==> config.mk <==
export PLATFORM = sky130hd
export DESIGN_NAME = compressor_device_flat
export DESIGN_NICKNAME = d
export VERILOG_FILES = /design/src/drc_pkg.sv /design/src/drc_link_if.sv /design/src/compressor_device.sv /design/src/flat_wrapper.sv
export VERILOG_INCLUDE_DIRS = /design/src
export SDC_FILE = /design/constraint.sdc
export NUM_CORES = 1
export LEC_CHECK = 0
export BUFFER_PORTS_ARGS = -buffer_cell sky130_fd_sc_hd__buf_4
export CAP_MARGIN = 20
export CORE_MARGIN = 5
export CORE_UTILIZATION = 65
export CTS_CLUSTER_DIAMETER = 200
export CTS_CLUSTER_SIZE = 24
export DETAILED_ROUTE_END_ITERATION = 12
export PLACE_DENSITY = 0.83
export SYNTH_ARGS = -nofsm -noshare
export SYNTH_HDL_FRONTEND = slang
export SYNTH_SLANG_ARGS = --single-unit
export TNS_END_PERCENT = 100
==> constraint.sdc <==
create_clock -name pclk -period 16.44 [get_ports pclk]
set_input_delay 1.644 -clock pclk [delete_from_list [all_inputs] [get_ports pclk]]
set_output_delay 1.644 -clock pclk [all_outputs]
set_load 0.01 [all_outputs]
==> src/drc_map.svh <==
// register map, field positions, reset values and timing counts of the
// playback compressor and its host bridge; definitions only
`ifndef DRC_MAP_SVH
`define DRC_MAP_SVH

`define ADDR_LATCHED  7'h2c
`define ADDR_FLAGS_B  7'h2d
`define ADDR_LIVE     7'h2e
`define ADDR_IRQ_A    7'h30
`define ADDR_IRQ_B    7'h31
`define ADDR_FLAGS_C  7'h32
`define ADDR_CTRL     7'h44
`define ADDR_HOLD     7'h45
`define ADDR_RATES    7'h46

`define RST_CTRL      8'h00
`define RST_HOLD      8'h00
`define RST_RATES     8'h00
`define RST_IRQ_CFG   8'h00

`define CTRL_EN_L     6
`define CTRL_EN_R     5
`define THR_LSB       2
`define HYS_LSB       0
`define HOLD_LSB      3
`define ATK_LSB       4
`define DEC_LSB       0
`define FLG_BTN       5
`define FLG_HSET      4
`define FLG_THR_L     3
`define FLG_THR_R     2
`define CFG_HSET      7
`define CFG_BTN       6
`define CFG_THR       5
`define CFG_ROUTE     1
`define CFG_TRAIN     0

`define CLK_PERIOD_NS  10
`define IRQ_PULSE_NS   100
`define IRQ_PULSE_CYC  8'((`IRQ_PULSE_NS + `CLK_PERIOD_NS - 1) / `CLK_PERIOD_NS)
`define IRQ_PERIOD_NS  2000
`define IRQ_PERIOD_CYC 8'(`IRQ_PERIOD_NS / `CLK_PERIOD_NS)
`define HOLD_UNIT      10'h040

`define GR_ONE_DB     32'h0100_0000
`define GR_MAX        (32'h0000_0030 * `GR_ONE_DB)
`define ATK_MAX_STEP  32'h0400_0000
`define ATK_REF_STEP  32'h0000_0ccd
`define ATK_REF_CODE  4'hb
`define DEC_MAX_STEP  32'h0000_6666
`define DEC_MIN_STEP  32'h0000_0008
`define Q12_ONE       13'h1000

`define HOST_CMD      32'h0000_0000
`define HOST_STATUS   32'h0000_0004
`define CMD_WRITE_BIT 16

`endif

==> src/drc_pkg.sv <==
// types shared by the compressor device end and the host bridge end
package drc_pkg;

  typedef enum logic [1:0] {ST_IDLE, ST_ATTACK, ST_HOLD, ST_DECAY} drc_state_type;

  typedef enum logic [1:0] {LK_IDLE, LK_REQ, LK_GAP} link_state_type;

  typedef struct packed {
    drc_state_type   st;
    logic            active;
    logic [31:0]     gr;
    logic [9:0]      hold_cnt;
    logic [32:0]     gain;
    logic [7:0]      ctrl;
    logic [7:0]      hold;
    logic [7:0]      rates;
    logic [1:0][7:0] cfg;
    logic [5:2]      sticky;
    logic [1:0]      live;
    logic            btn_q;
    logic            hset_q;
    logic [7:0]      rdata;
    logic            ready;
    logic [1:0]      train;
    logic [1:0][7:0] pcnt;
    logic [1:0][7:0] per;
    logic            gp_pin;
    logic            do_pin;
  } dev_state_type;

  typedef struct packed {
    link_state_type st;
    logic [6:0]     addr;
    logic [7:0]     wdata;
    logic           wr;
    logic [7:0]     rd_data;
    logic           pready;
    logic           pslverr;
    logic [31:0]    prdata;
    logic           gp_q;
    logic           do_q;
  } host_state_type;

endpackage : drc_pkg

==> src/drc_link_if.sv <==
// link between the compressor device and its host bridge: byte-wide
// register port plus the two interrupt-carrying pins; both ends share pclk
`timescale 1ns/100ps

interface drc_link_if;
  logic       reg_sel;
  logic       reg_write;
  logic [6:0] reg_addr;
  logic [7:0] reg_wdata;
  logic [7:0] reg_rdata;
  logic       reg_ready;
  logic       general_pin_one;
  logic       serial_data_out_pin;

  modport device_end (
    input  reg_sel, reg_write, reg_addr, reg_wdata,
    output reg_rdata, reg_ready, general_pin_one, serial_data_out_pin
  );

  modport host_end (
    output reg_sel, reg_write, reg_addr, reg_wdata,
    input  reg_rdata, reg_ready, general_pin_one, serial_data_out_pin
  );
endinterface : drc_link_if

==> src/compressor_device.sv <==
// dynamic_compressor device end: level detector, gain state machine,
// event flags and the two host interrupt outputs, behind the register port.
// assumes samples, volume and detector levels are synchronous to pclk.
// Overview of operation
// - compare volume-stage output sample against threshold
// - threshold field selects -3 to -24 dBFS
// - host should program -24 dB threshold
// - exceeding threshold sets latched flags D3-D2
// - latched flags clear only on host read
// - live threshold flags follow current condition
// - hysteresis field selects 0 to 3 dB
// - activate above thr+hyst, release below thr-hyst
// - zero hysteresis switches at bare threshold
// - hold field delays decay start; recommend zero
// - attack lowers gain at programmed rate
// - attack steps span 4 dB to 1.2207e-5 dB
// - decay raises gain back at programmed rate
// - decay steps span 1.5625e-3 to 4.7683e-7 dB
// - 7f enables both channels, -24 dB, 3 dB
// - b6 gives recommended attack and decay pair
// - two interrupts, each with its event selection
// - each interrupt routes to either pin
// - config bit d0 picks single pulse or train
// - train runs until flag registers are read
// - control bits d6-d5 enable compression per channel
// - applied gain combines volume and compressor output
`include "drc_map.svh"
`timescale 1ns/100ps

module compressor_device import drc_pkg::*; (
  input  wire logic         pclk,
  input  wire logic         presetn,
  drc_link_if.device_end    link,
  input  wire logic         sample_valid,
  input  wire logic [15:0]  sample_in,
  input  wire logic [7:0]   volume_gain,
  input  wire logic         button_pressed,
  input  wire logic         headset_inserted,
  output logic [32:0]       applied_gain,
  output logic              compress_active
);

  // threshold magnitudes in q15 of full scale, code 7 is the deepest
  function automatic logic [15:0] thr_lin(input logic [2:0] code);
    unique case (code)
      3'h0: thr_lin = 16'h5a9e;
      3'h1: thr_lin = 16'h4027;
      3'h2: thr_lin = 16'h2d6b;
      3'h3: thr_lin = 16'h2027;
      3'h4: thr_lin = 16'h16c3;
      3'h5: thr_lin = 16'h101d;
      3'h6: thr_lin = 16'h0b68;
      3'h7: thr_lin = 16'h0814;
    endcase
  endfunction : thr_lin

  // q12 factors for +/- hysteresis of 0..3 dB
  function automatic logic [12:0] hys_up(input logic [1:0] code);
    unique case (code)
      2'h0: hys_up = `Q12_ONE;
      2'h1: hys_up = 13'h11f4;
      2'h2: hys_up = 13'h1425;
      2'h3: hys_up = 13'h169a;
    endcase
  endfunction : hys_up

  function automatic logic [12:0] hys_dn(input logic [1:0] code);
    unique case (code)
      2'h0: hys_dn = `Q12_ONE;
      2'h1: hys_dn = 13'h0e41;
      2'h2: hys_dn = 13'h0cb3;
      2'h3: hys_dn = 13'h0b53;
    endcase
  endfunction : hys_dn

  // gain is tracked in 2^-24 dB units so the slowest decay still moves
  function automatic logic [31:0] atk_step(input logic [3:0] code);
    if (code == 4'h0) begin
      atk_step = `ATK_MAX_STEP;
    end else if (code <= `ATK_REF_CODE) begin
      atk_step = `ATK_REF_STEP << (`ATK_REF_CODE - code);
    end else begin
      atk_step = `ATK_REF_STEP >> (code - `ATK_REF_CODE);
    end
  endfunction : atk_step

  function automatic logic [31:0] dec_step(input logic [3:0] code);
    logic [31:0] s;
    s = `DEC_MAX_STEP >> code;
    dec_step = (s < `DEC_MIN_STEP) ? `DEC_MIN_STEP : s;
  endfunction : dec_step

  dev_state_type cur_ff;
  dev_state_type nxt_cur;

  logic [15:0] mag;
  logic [15:0] thr;
  logic [16:0] thr_hi;
  logic [16:0] thr_lo;
  logic [28:0] prod_hi;
  logic [28:0] prod_lo;
  logic [1:0]  en;
  logic        access;
  logic        rd;
  logic        stop_train;

  // full-scale negative saturates so magnitude never wraps
  assign mag = sample_in[15] ? ((sample_in == 16'h8000) ? 16'h7fff : 16'(-sample_in))
                             : sample_in;
  assign thr     = thr_lin(cur_ff.ctrl[`THR_LSB +: 3]);
  assign prod_hi = 29'(thr) * 29'(hys_up(cur_ff.ctrl[`HYS_LSB +: 2]));
  assign prod_lo = 29'(thr) * 29'(hys_dn(cur_ff.ctrl[`HYS_LSB +: 2]));
  assign thr_hi  = prod_hi[28:12];
  assign thr_lo  = prod_lo[28:12];
  assign en      = {cur_ff.ctrl[`CTRL_EN_L], cur_ff.ctrl[`CTRL_EN_R]};
  assign access  = link.reg_sel && !cur_ff.ready;
  assign rd      = access && !link.reg_write;
  assign stop_train = rd && (link.reg_addr == `ADDR_LATCHED ||
                             link.reg_addr == `ADDR_FLAGS_B ||
                             link.reg_addr == `ADDR_FLAGS_C);

  always_comb begin
    logic        ex;
    logic        ev_thr;
    logic        ev_btn;
    logic        ev_hset;
    logic        trig;
    logic [32:0] sum;
    logic [5:2]  set_bits;
    logic [7:0]  cfg;
    ex       = 1'b0;
    ev_thr   = 1'b0;
    ev_btn   = 1'b0;
    ev_hset  = 1'b0;
    trig     = 1'b0;
    sum      = 33'h0;
    set_bits = 4'h0;
    cfg      = 8'h00;
    nxt_cur  = cur_ff;
    nxt_cur.ready = access;

    if (access && link.reg_write) begin
      unique case (link.reg_addr)
        `ADDR_IRQ_A: nxt_cur.cfg[0] = link.reg_wdata;
        `ADDR_IRQ_B: nxt_cur.cfg[1] = link.reg_wdata;
        `ADDR_CTRL:  nxt_cur.ctrl   = link.reg_wdata;
        `ADDR_HOLD:  nxt_cur.hold   = link.reg_wdata;
        `ADDR_RATES: nxt_cur.rates  = link.reg_wdata;
        default: ;
      endcase
    end
    if (rd) begin
      unique case (link.reg_addr)
        `ADDR_LATCHED: nxt_cur.rdata = {2'h0, cur_ff.sticky, 2'h0};
        `ADDR_LIVE:    nxt_cur.rdata = {2'h0, cur_ff.btn_q, cur_ff.hset_q, cur_ff.live, 2'h0};
        `ADDR_IRQ_A:   nxt_cur.rdata = cur_ff.cfg[0];
        `ADDR_IRQ_B:   nxt_cur.rdata = cur_ff.cfg[1];
        `ADDR_CTRL:    nxt_cur.rdata = cur_ff.ctrl;
        `ADDR_HOLD:    nxt_cur.rdata = cur_ff.hold;
        `ADDR_RATES:   nxt_cur.rdata = cur_ff.rates;
        default:       nxt_cur.rdata = 8'h00;
      endcase
    end

    if (sample_valid) begin
      ex = {1'b0, mag} > {1'b0, thr};
      nxt_cur.live = {ex & en[1], ex & en[0]};
      ev_thr = |(nxt_cur.live & ~cur_ff.live);
      set_bits[`FLG_THR_L] = nxt_cur.live[1];
      set_bits[`FLG_THR_R] = nxt_cur.live[0];
      if (en == 2'h0) begin
        nxt_cur.st     = ST_IDLE;
        nxt_cur.active = 1'b0;
        nxt_cur.gr     = 32'h0;
      end else begin
        // thr_hi equals thr_lo equals thr when hysteresis code is zero
        if (!cur_ff.active && {1'b0, mag} > thr_hi) begin
          nxt_cur.active = 1'b1;
        end else if (cur_ff.active && {1'b0, mag} < thr_lo) begin
          nxt_cur.active = 1'b0;
        end
        if (nxt_cur.active) begin
          nxt_cur.st = ST_ATTACK;
          sum = {1'b0, cur_ff.gr} + {1'b0, atk_step(cur_ff.rates[`ATK_LSB +: 4])};
          nxt_cur.gr = (sum > {1'b0, `GR_MAX}) ? `GR_MAX : sum[31:0];
        end else begin
          unique case (cur_ff.st)
            ST_IDLE: ;
            ST_ATTACK: begin
              if (cur_ff.hold[`HOLD_LSB +: 4] == 4'h0) begin
                nxt_cur.st = ST_DECAY;
              end else begin
                nxt_cur.st       = ST_HOLD;
                nxt_cur.hold_cnt = 10'(cur_ff.hold[`HOLD_LSB +: 4] * `HOLD_UNIT);
              end
            end
            ST_HOLD: begin
              if (cur_ff.hold_cnt <= 10'h001) begin
                nxt_cur.st = ST_DECAY;
              end else begin
                nxt_cur.hold_cnt = cur_ff.hold_cnt - 10'h001;
              end
            end
            ST_DECAY: begin
              if (cur_ff.gr <= dec_step(cur_ff.rates[`DEC_LSB +: 4])) begin
                nxt_cur.gr = 32'h0;
                nxt_cur.st = ST_IDLE;
              end else begin
                nxt_cur.gr = cur_ff.gr - dec_step(cur_ff.rates[`DEC_LSB +: 4]);
              end
            end
          endcase
        end
      end
      // volume is 0.5 dB per code, one code is 2^23 gain units
      nxt_cur.gain = {{2{volume_gain[7]}}, volume_gain, 23'h0} - {1'b0, nxt_cur.gr};
    end

    nxt_cur.btn_q  = button_pressed;
    nxt_cur.hset_q = headset_inserted;
    ev_btn  = button_pressed & ~cur_ff.btn_q;
    ev_hset = headset_inserted ^ cur_ff.hset_q;
    set_bits[`FLG_BTN]  = ev_btn;
    set_bits[`FLG_HSET] = ev_hset;
    // an event landing on the clearing read survives it
    nxt_cur.sticky = (cur_ff.sticky & ~{4{rd && link.reg_addr == `ADDR_LATCHED}}) | set_bits;

    for (int i = 0; i < 2; i++) begin
      cfg  = cur_ff.cfg[i];
      trig = |({cfg[`CFG_HSET], cfg[`CFG_BTN], cfg[`CFG_THR]} & {ev_hset, ev_btn, ev_thr});
      if (stop_train) begin
        nxt_cur.train[i] = 1'b0;
      end
      if (trig) begin
        nxt_cur.pcnt[i]  = `IRQ_PULSE_CYC;
        nxt_cur.per[i]   = `IRQ_PERIOD_CYC;
        nxt_cur.train[i] = cfg[`CFG_TRAIN];
      end else begin
        if (cur_ff.pcnt[i] != 8'h00) begin
          nxt_cur.pcnt[i] = cur_ff.pcnt[i] - 8'h01;
        end
        if (cur_ff.train[i] && !stop_train) begin
          if (cur_ff.per[i] <= 8'h01) begin
            nxt_cur.pcnt[i] = `IRQ_PULSE_CYC;
            nxt_cur.per[i]  = `IRQ_PERIOD_CYC;
          end else begin
            nxt_cur.per[i] = cur_ff.per[i] - 8'h01;
          end
        end
      end
    end
    nxt_cur.gp_pin = ((nxt_cur.pcnt[0] != 8'h00) && !cur_ff.cfg[0][`CFG_ROUTE]) ||
                     ((nxt_cur.pcnt[1] != 8'h00) && !cur_ff.cfg[1][`CFG_ROUTE]);
    nxt_cur.do_pin = ((nxt_cur.pcnt[0] != 8'h00) && cur_ff.cfg[0][`CFG_ROUTE]) ||
                     ((nxt_cur.pcnt[1] != 8'h00) && cur_ff.cfg[1][`CFG_ROUTE]);
  end

  always_ff @(posedge pclk or negedge presetn) begin
    if (!presetn) begin
      cur_ff       <= '0;
      cur_ff.st    <= ST_IDLE;
      cur_ff.ctrl  <= `RST_CTRL;
      cur_ff.hold  <= `RST_HOLD;
      cur_ff.rates <= `RST_RATES;
      cur_ff.cfg   <= {`RST_IRQ_CFG, `RST_IRQ_CFG};
    end else begin
      cur_ff <= nxt_cur;
    end
  end

  assign link.reg_rdata           = cur_ff.rdata;
  assign link.reg_ready           = cur_ff.ready;
  assign link.general_pin_one     = cur_ff.gp_pin;
  assign link.serial_data_out_pin = cur_ff.do_pin;
  assign applied_gain             = cur_ff.gain;
  assign compress_active          = cur_ff.active;

endmodule : compressor_device

==> src/flat_wrapper.sv <==
// flat-port wrapper written by rule: the top's interface ports become plain ports
module compressor_device_flat import drc_pkg::*;
  (pclk, presetn, sample_valid, sample_in, volume_gain, button_pressed, headset_inserted, applied_gain, compress_active, link_reg_sel, link_reg_write, link_reg_addr, link_reg_wdata, link_reg_rdata, link_reg_ready, link_general_pin_one, link_serial_data_out_pin);
  drc_link_if link_i ();
  input  wire logic pclk;
  input  wire logic presetn;
  input  wire logic sample_valid;
  input  wire logic [15:0] sample_in;
  input  wire logic [7:0] volume_gain;
  input  wire logic button_pressed;
  input  wire logic headset_inserted;
  output logic [32:0] applied_gain;
  output logic compress_active;
  input wire logic [$bits(link_i.reg_sel)-1:0] link_reg_sel;
  input wire logic [$bits(link_i.reg_write)-1:0] link_reg_write;
  input wire logic [$bits(link_i.reg_addr)-1:0] link_reg_addr;
  input wire logic [$bits(link_i.reg_wdata)-1:0] link_reg_wdata;
  output wire logic [$bits(link_i.reg_rdata)-1:0] link_reg_rdata;
  output wire logic [$bits(link_i.reg_ready)-1:0] link_reg_ready;
  output wire logic [$bits(link_i.general_pin_one)-1:0] link_general_pin_one;
  output wire logic [$bits(link_i.serial_data_out_pin)-1:0] link_serial_data_out_pin;
  assign link_i.reg_sel = link_reg_sel;
  assign link_i.reg_write = link_reg_write;
  assign link_i.reg_addr = link_reg_addr;
  assign link_i.reg_wdata = link_reg_wdata;
  assign link_reg_rdata = link_i.reg_rdata;
  assign link_reg_ready = link_i.reg_ready;
  assign link_general_pin_one = link_i.general_pin_one;
  assign link_serial_data_out_pin = link_i.serial_data_out_pin;
  compressor_device u_core (.pclk(pclk), .presetn(presetn), .link(link_i), .sample_valid(sample_valid), .sample_in(sample_in), .volume_gain(volume_gain), .button_pressed(button_pressed), .headset_inserted(headset_inserted), .applied_gain(applied_gain), .compress_active(compress_active));
endmodule
==> flow_metrics.py <==
metrics = {
    "clocking": {
        "cts_made_buffers": 17,
        "clock_latency_ns": 0.46,
        "hold_buffers": 0,
        "cts_setup_buffers": 0,
        "cts.clk_slew.worst_paths_ns": 0.07,
        "cts_tree": "yes",
        "clockBufferDepth": 2,
        "cts_num_sinks": 170,
        "ctsResizeCount": 0,
        "htree_levels": 4,
        "root_buffer": "clkbuf_16",
    },
    "timing": {
        "relSlewSlack": 0.295,
        "hold_viol_final": 0,
        "rsz0062_at_grt": "no",
        "drv_slew": 0,
        "worstMarginPinSlew_ns": 1.05,
        "final.setup.tns_ns": 0,
        "setup_viol": 0,
        "max_freq_mhz": 68.5,
        "period_share": 0.888,
        "hold_slack_ns": 0.481,
        "finalClockSkew_ns": 0.00942,
        "fin_ws_ns": 1.83,
        "period_minus_slack_ns": 14.61,
    },
    "drt": {
        "drt-pass1-iter-count": 6,
        "drc_errors": 0,
        "wl_per_cell_um": 22.4,
        "drtIter0Drc": 2411,
        "vias": 22700,
        "ant_nets": 0,
        "routed_via_density": 6.35,
        "wl_mm": 80.1,
    },
    "synthesis": {
        "avgSynthCellArea_um2": 8.23,
        "yosysUniqueCellTypes": 97,
        "synthMuxAreaShare": 0.0238,
        "yosysSeqAreaShare": 0.168,
        "syn_area_mm2": 0.0254,
        "ys_async_sr_fraction": 1.00,
        "synth_nets": 3649,
        "yosys.area_share.simple": 0.170,
        "ys_warn_count": 0,
        "synth-xor-area-share": 0.0607,
        "synth_edf_count": 0,
        "ys_ff_latch": 170,
        "synth_compound_area_frac": 0.174,
        "ys.flop_type": "dfrtp_1",
        "synthAdderAreaFrac": 0.313,
        "syn_inst": 3087,
        "synth_top_family_by_area": "adder cells",
    },
    "critical_path": {
        "rrSetupSlack_ns": 1.83,
        "endpoint": "u_core.applied_gain[32]",
        "cp-startpoint": "u_core.cur_ff[88]",
        "slowest_delay_ns": 0.83,
        "timing.rr.start": "u_core.cur_ff[88]",
        "crit_type": "reg2reg",
        "r2r-end": "u_core.applied_gain[32]",
        "crit_path_max_fanout": 22,
        "start_kind": "flip-flop",
        "crit_required_ns": 16.83,
        "arrival_ns": 14.99,
        "crit_slowest_cell": "nor2_2",
        "cp_common_cell": "inv_1",
        "reg2reg_depth": 52,
        "crit_path_end_kind": "flip-flop",
    },
    "global_route": {
        "grt_overflow": 0,
        "grt_pass1_wl_mm": 126,
        "grt_antenna_before_repair": 2,
        "grt_max_degree": 113,
        "track_usage": 0.365,
        "first_global_vias": 22600,
    },
    "die": {
        "core_mm2": 0.0386,
        "rows": 72,
        "design.die.area_mm2": 0.0431,
        "dieWidth_um": 208,
        "dieHeight_um": 208,
        "io_pins": 91,
        "initial_core_util": 0.657,
    },
    "power": {
        "leakage_nw": 13.2,
        "power_mw": 3.30,
        "powerDensity_mw_per_mm2": 124,
        "vdd.ir_drop.worst_mv": 0.159,
    },
    "cells_and_area": {
        "drive_above_1_share": 0.0751,
        "mostFrequentLayoutCells": "389 x inv_1, 326 x ha_1, 284 x nor2_1",
        "final_common_cell": "inv_1",
        "stdcell_count": 3580,
        "postLayoutCoreUtil": 0.691,
        "layout.nets": 3611,
        "diodes": 0,
        "fin_area_mm2": 0.0267,
        "syn_to_final_growth_pct": 5.14,
    },
    "min_path": {
        "hold_path_class": "reg2reg",
        "hold-path-cell-count": 1,
    },
    "placed_design": {
        "gp_congestion": 1.02,
        "dp.cells": 3545,
        "pre_cts_ws_ns": 2.33,
        "port_buffers": 90,
        "dp_hpwl_mm": 64.8,
        "dpl_cell_area_mm2": 0.0261,
    },
    "run_status": {
        "status": "finished clean",
    },
    "run": {
        "max_cap_viol_count": 0,
    },
}
-- layer usage --
| layer | vias up | routed length [um] | GRT usage |
|---|---|---|---|
| met5 | - | 83 | 0.0100 |
| met2 | 1068 | 35200 | 0.561 |
| met1 | 11000 | 34500 | 0.514 |
| li1 | 10400 | - | - |
| met4 | 6 | 2620 | 0.108 |
| met3 | 217 | 7780 | 0.0931 |
-- worst min path at each step --
stage,startpoint,endpoint,slack (ns)
after floorplan,u_core.cur_ff[54],u_core.link.general_pin_one,0.44
after global routing,u_core.link.reg_ready,u_core.link.reg_ready,0.50
after CTS,u_core.link.reg_ready,u_core.link.reg_ready,0.47
final,u_core.link.reg_ready,u_core.link.reg_ready,0.48
after global placement,u_core.link.reg_ready,u_core.link.reg_ready,0.45
after detailed placement,u_core.link.reg_ready,u_core.link.reg_ready,0.46
-- power breakdown --
part / internal [mW] / switching [mW] / total, mW
Sequential: 0.483 / 0.0700 / 0.553
Clock: 0.234 / 0.186 / 0.421
Combinational: 0.918 / 1.41 / 2.33
-- synth_stat cells, types with 28 or more instances --
library cell / instances / share of area
o21a_1: 30 / 0.0089
buf_4: 43 / 0.013
mux2_2: 36 / 0.016
clkbuf_1: 111 / 0.016
nand3_1: 47 / 0.0093
xor2_1: 70 / 0.024
nand2b_1: 28 / 0.0069
a21oi_1: 190 / 0.037
ha_1: 326 / 0.16
nand2_1: 272 / 0.040
dfrtp_1: 170 / 0.17
o21ai_0: 152 / 0.030
a21o_1: 32 / 0.0095
a31oi_1: 34 / 0.0084
nor2_1: 284 / 0.042
fa_1: 190 / 0.15
nor3_1: 75 / 0.015
inv_1: 389 / 0.057
nor2b_1: 28 / 0.0069
nand4_1: 36 / 0.0089
xnor2_1: 106 / 0.037
-- final cells by class --
type	count	area [um^2]
Timing Repair Buffer	113	872
Sequential cell	170	4250
Clock inverter	11	135
Fill cell	3126	11900
Inverter	397	1490
Clock buffer	21	460
Tap cell	518	648
Multi-Input combinational cell	2350	18800
-- kinds of logic (layout without fill, tap and decap cells) --
family | after synthesis | in the layout
XOR/XNOR | 176 | 176
buffers and inverters | 567 | 542
other | 1 | 1
multiplexers | 56 | 56
AND/OR/NAND/NOR | 919 | 919
AO/OA/AOI/OAI | 676 | 676
adder cells (fa/ha/maj) | 522 | 522
flip-flops | 170 | 170
-- state kept, by name (all words and copies together) (netlist names) --
signal                           count
u_core.applied_gain                 32
u_core.compress_active               1
u_core.cur_ff                      126
u_core.link.general_pin_one          1
u_core.link.reg_rdata                8
u_core.link.reg_ready                1
u_core.link.serial_data_out_pin      1
-- critical path, delay by kind of cell (launching register included) --
kind	cells	cell delay [ns]
adder cells (fa/ha/maj)	9	4.15
flip-flops	1	0.52
AO/OA/AOI/OAI	21	4.82
AND/OR/NAND/NOR	14	3.38
XOR/XNOR	1	0.16
buffers and inverters	7	1.50
Power figures use the tool's default switching activity.
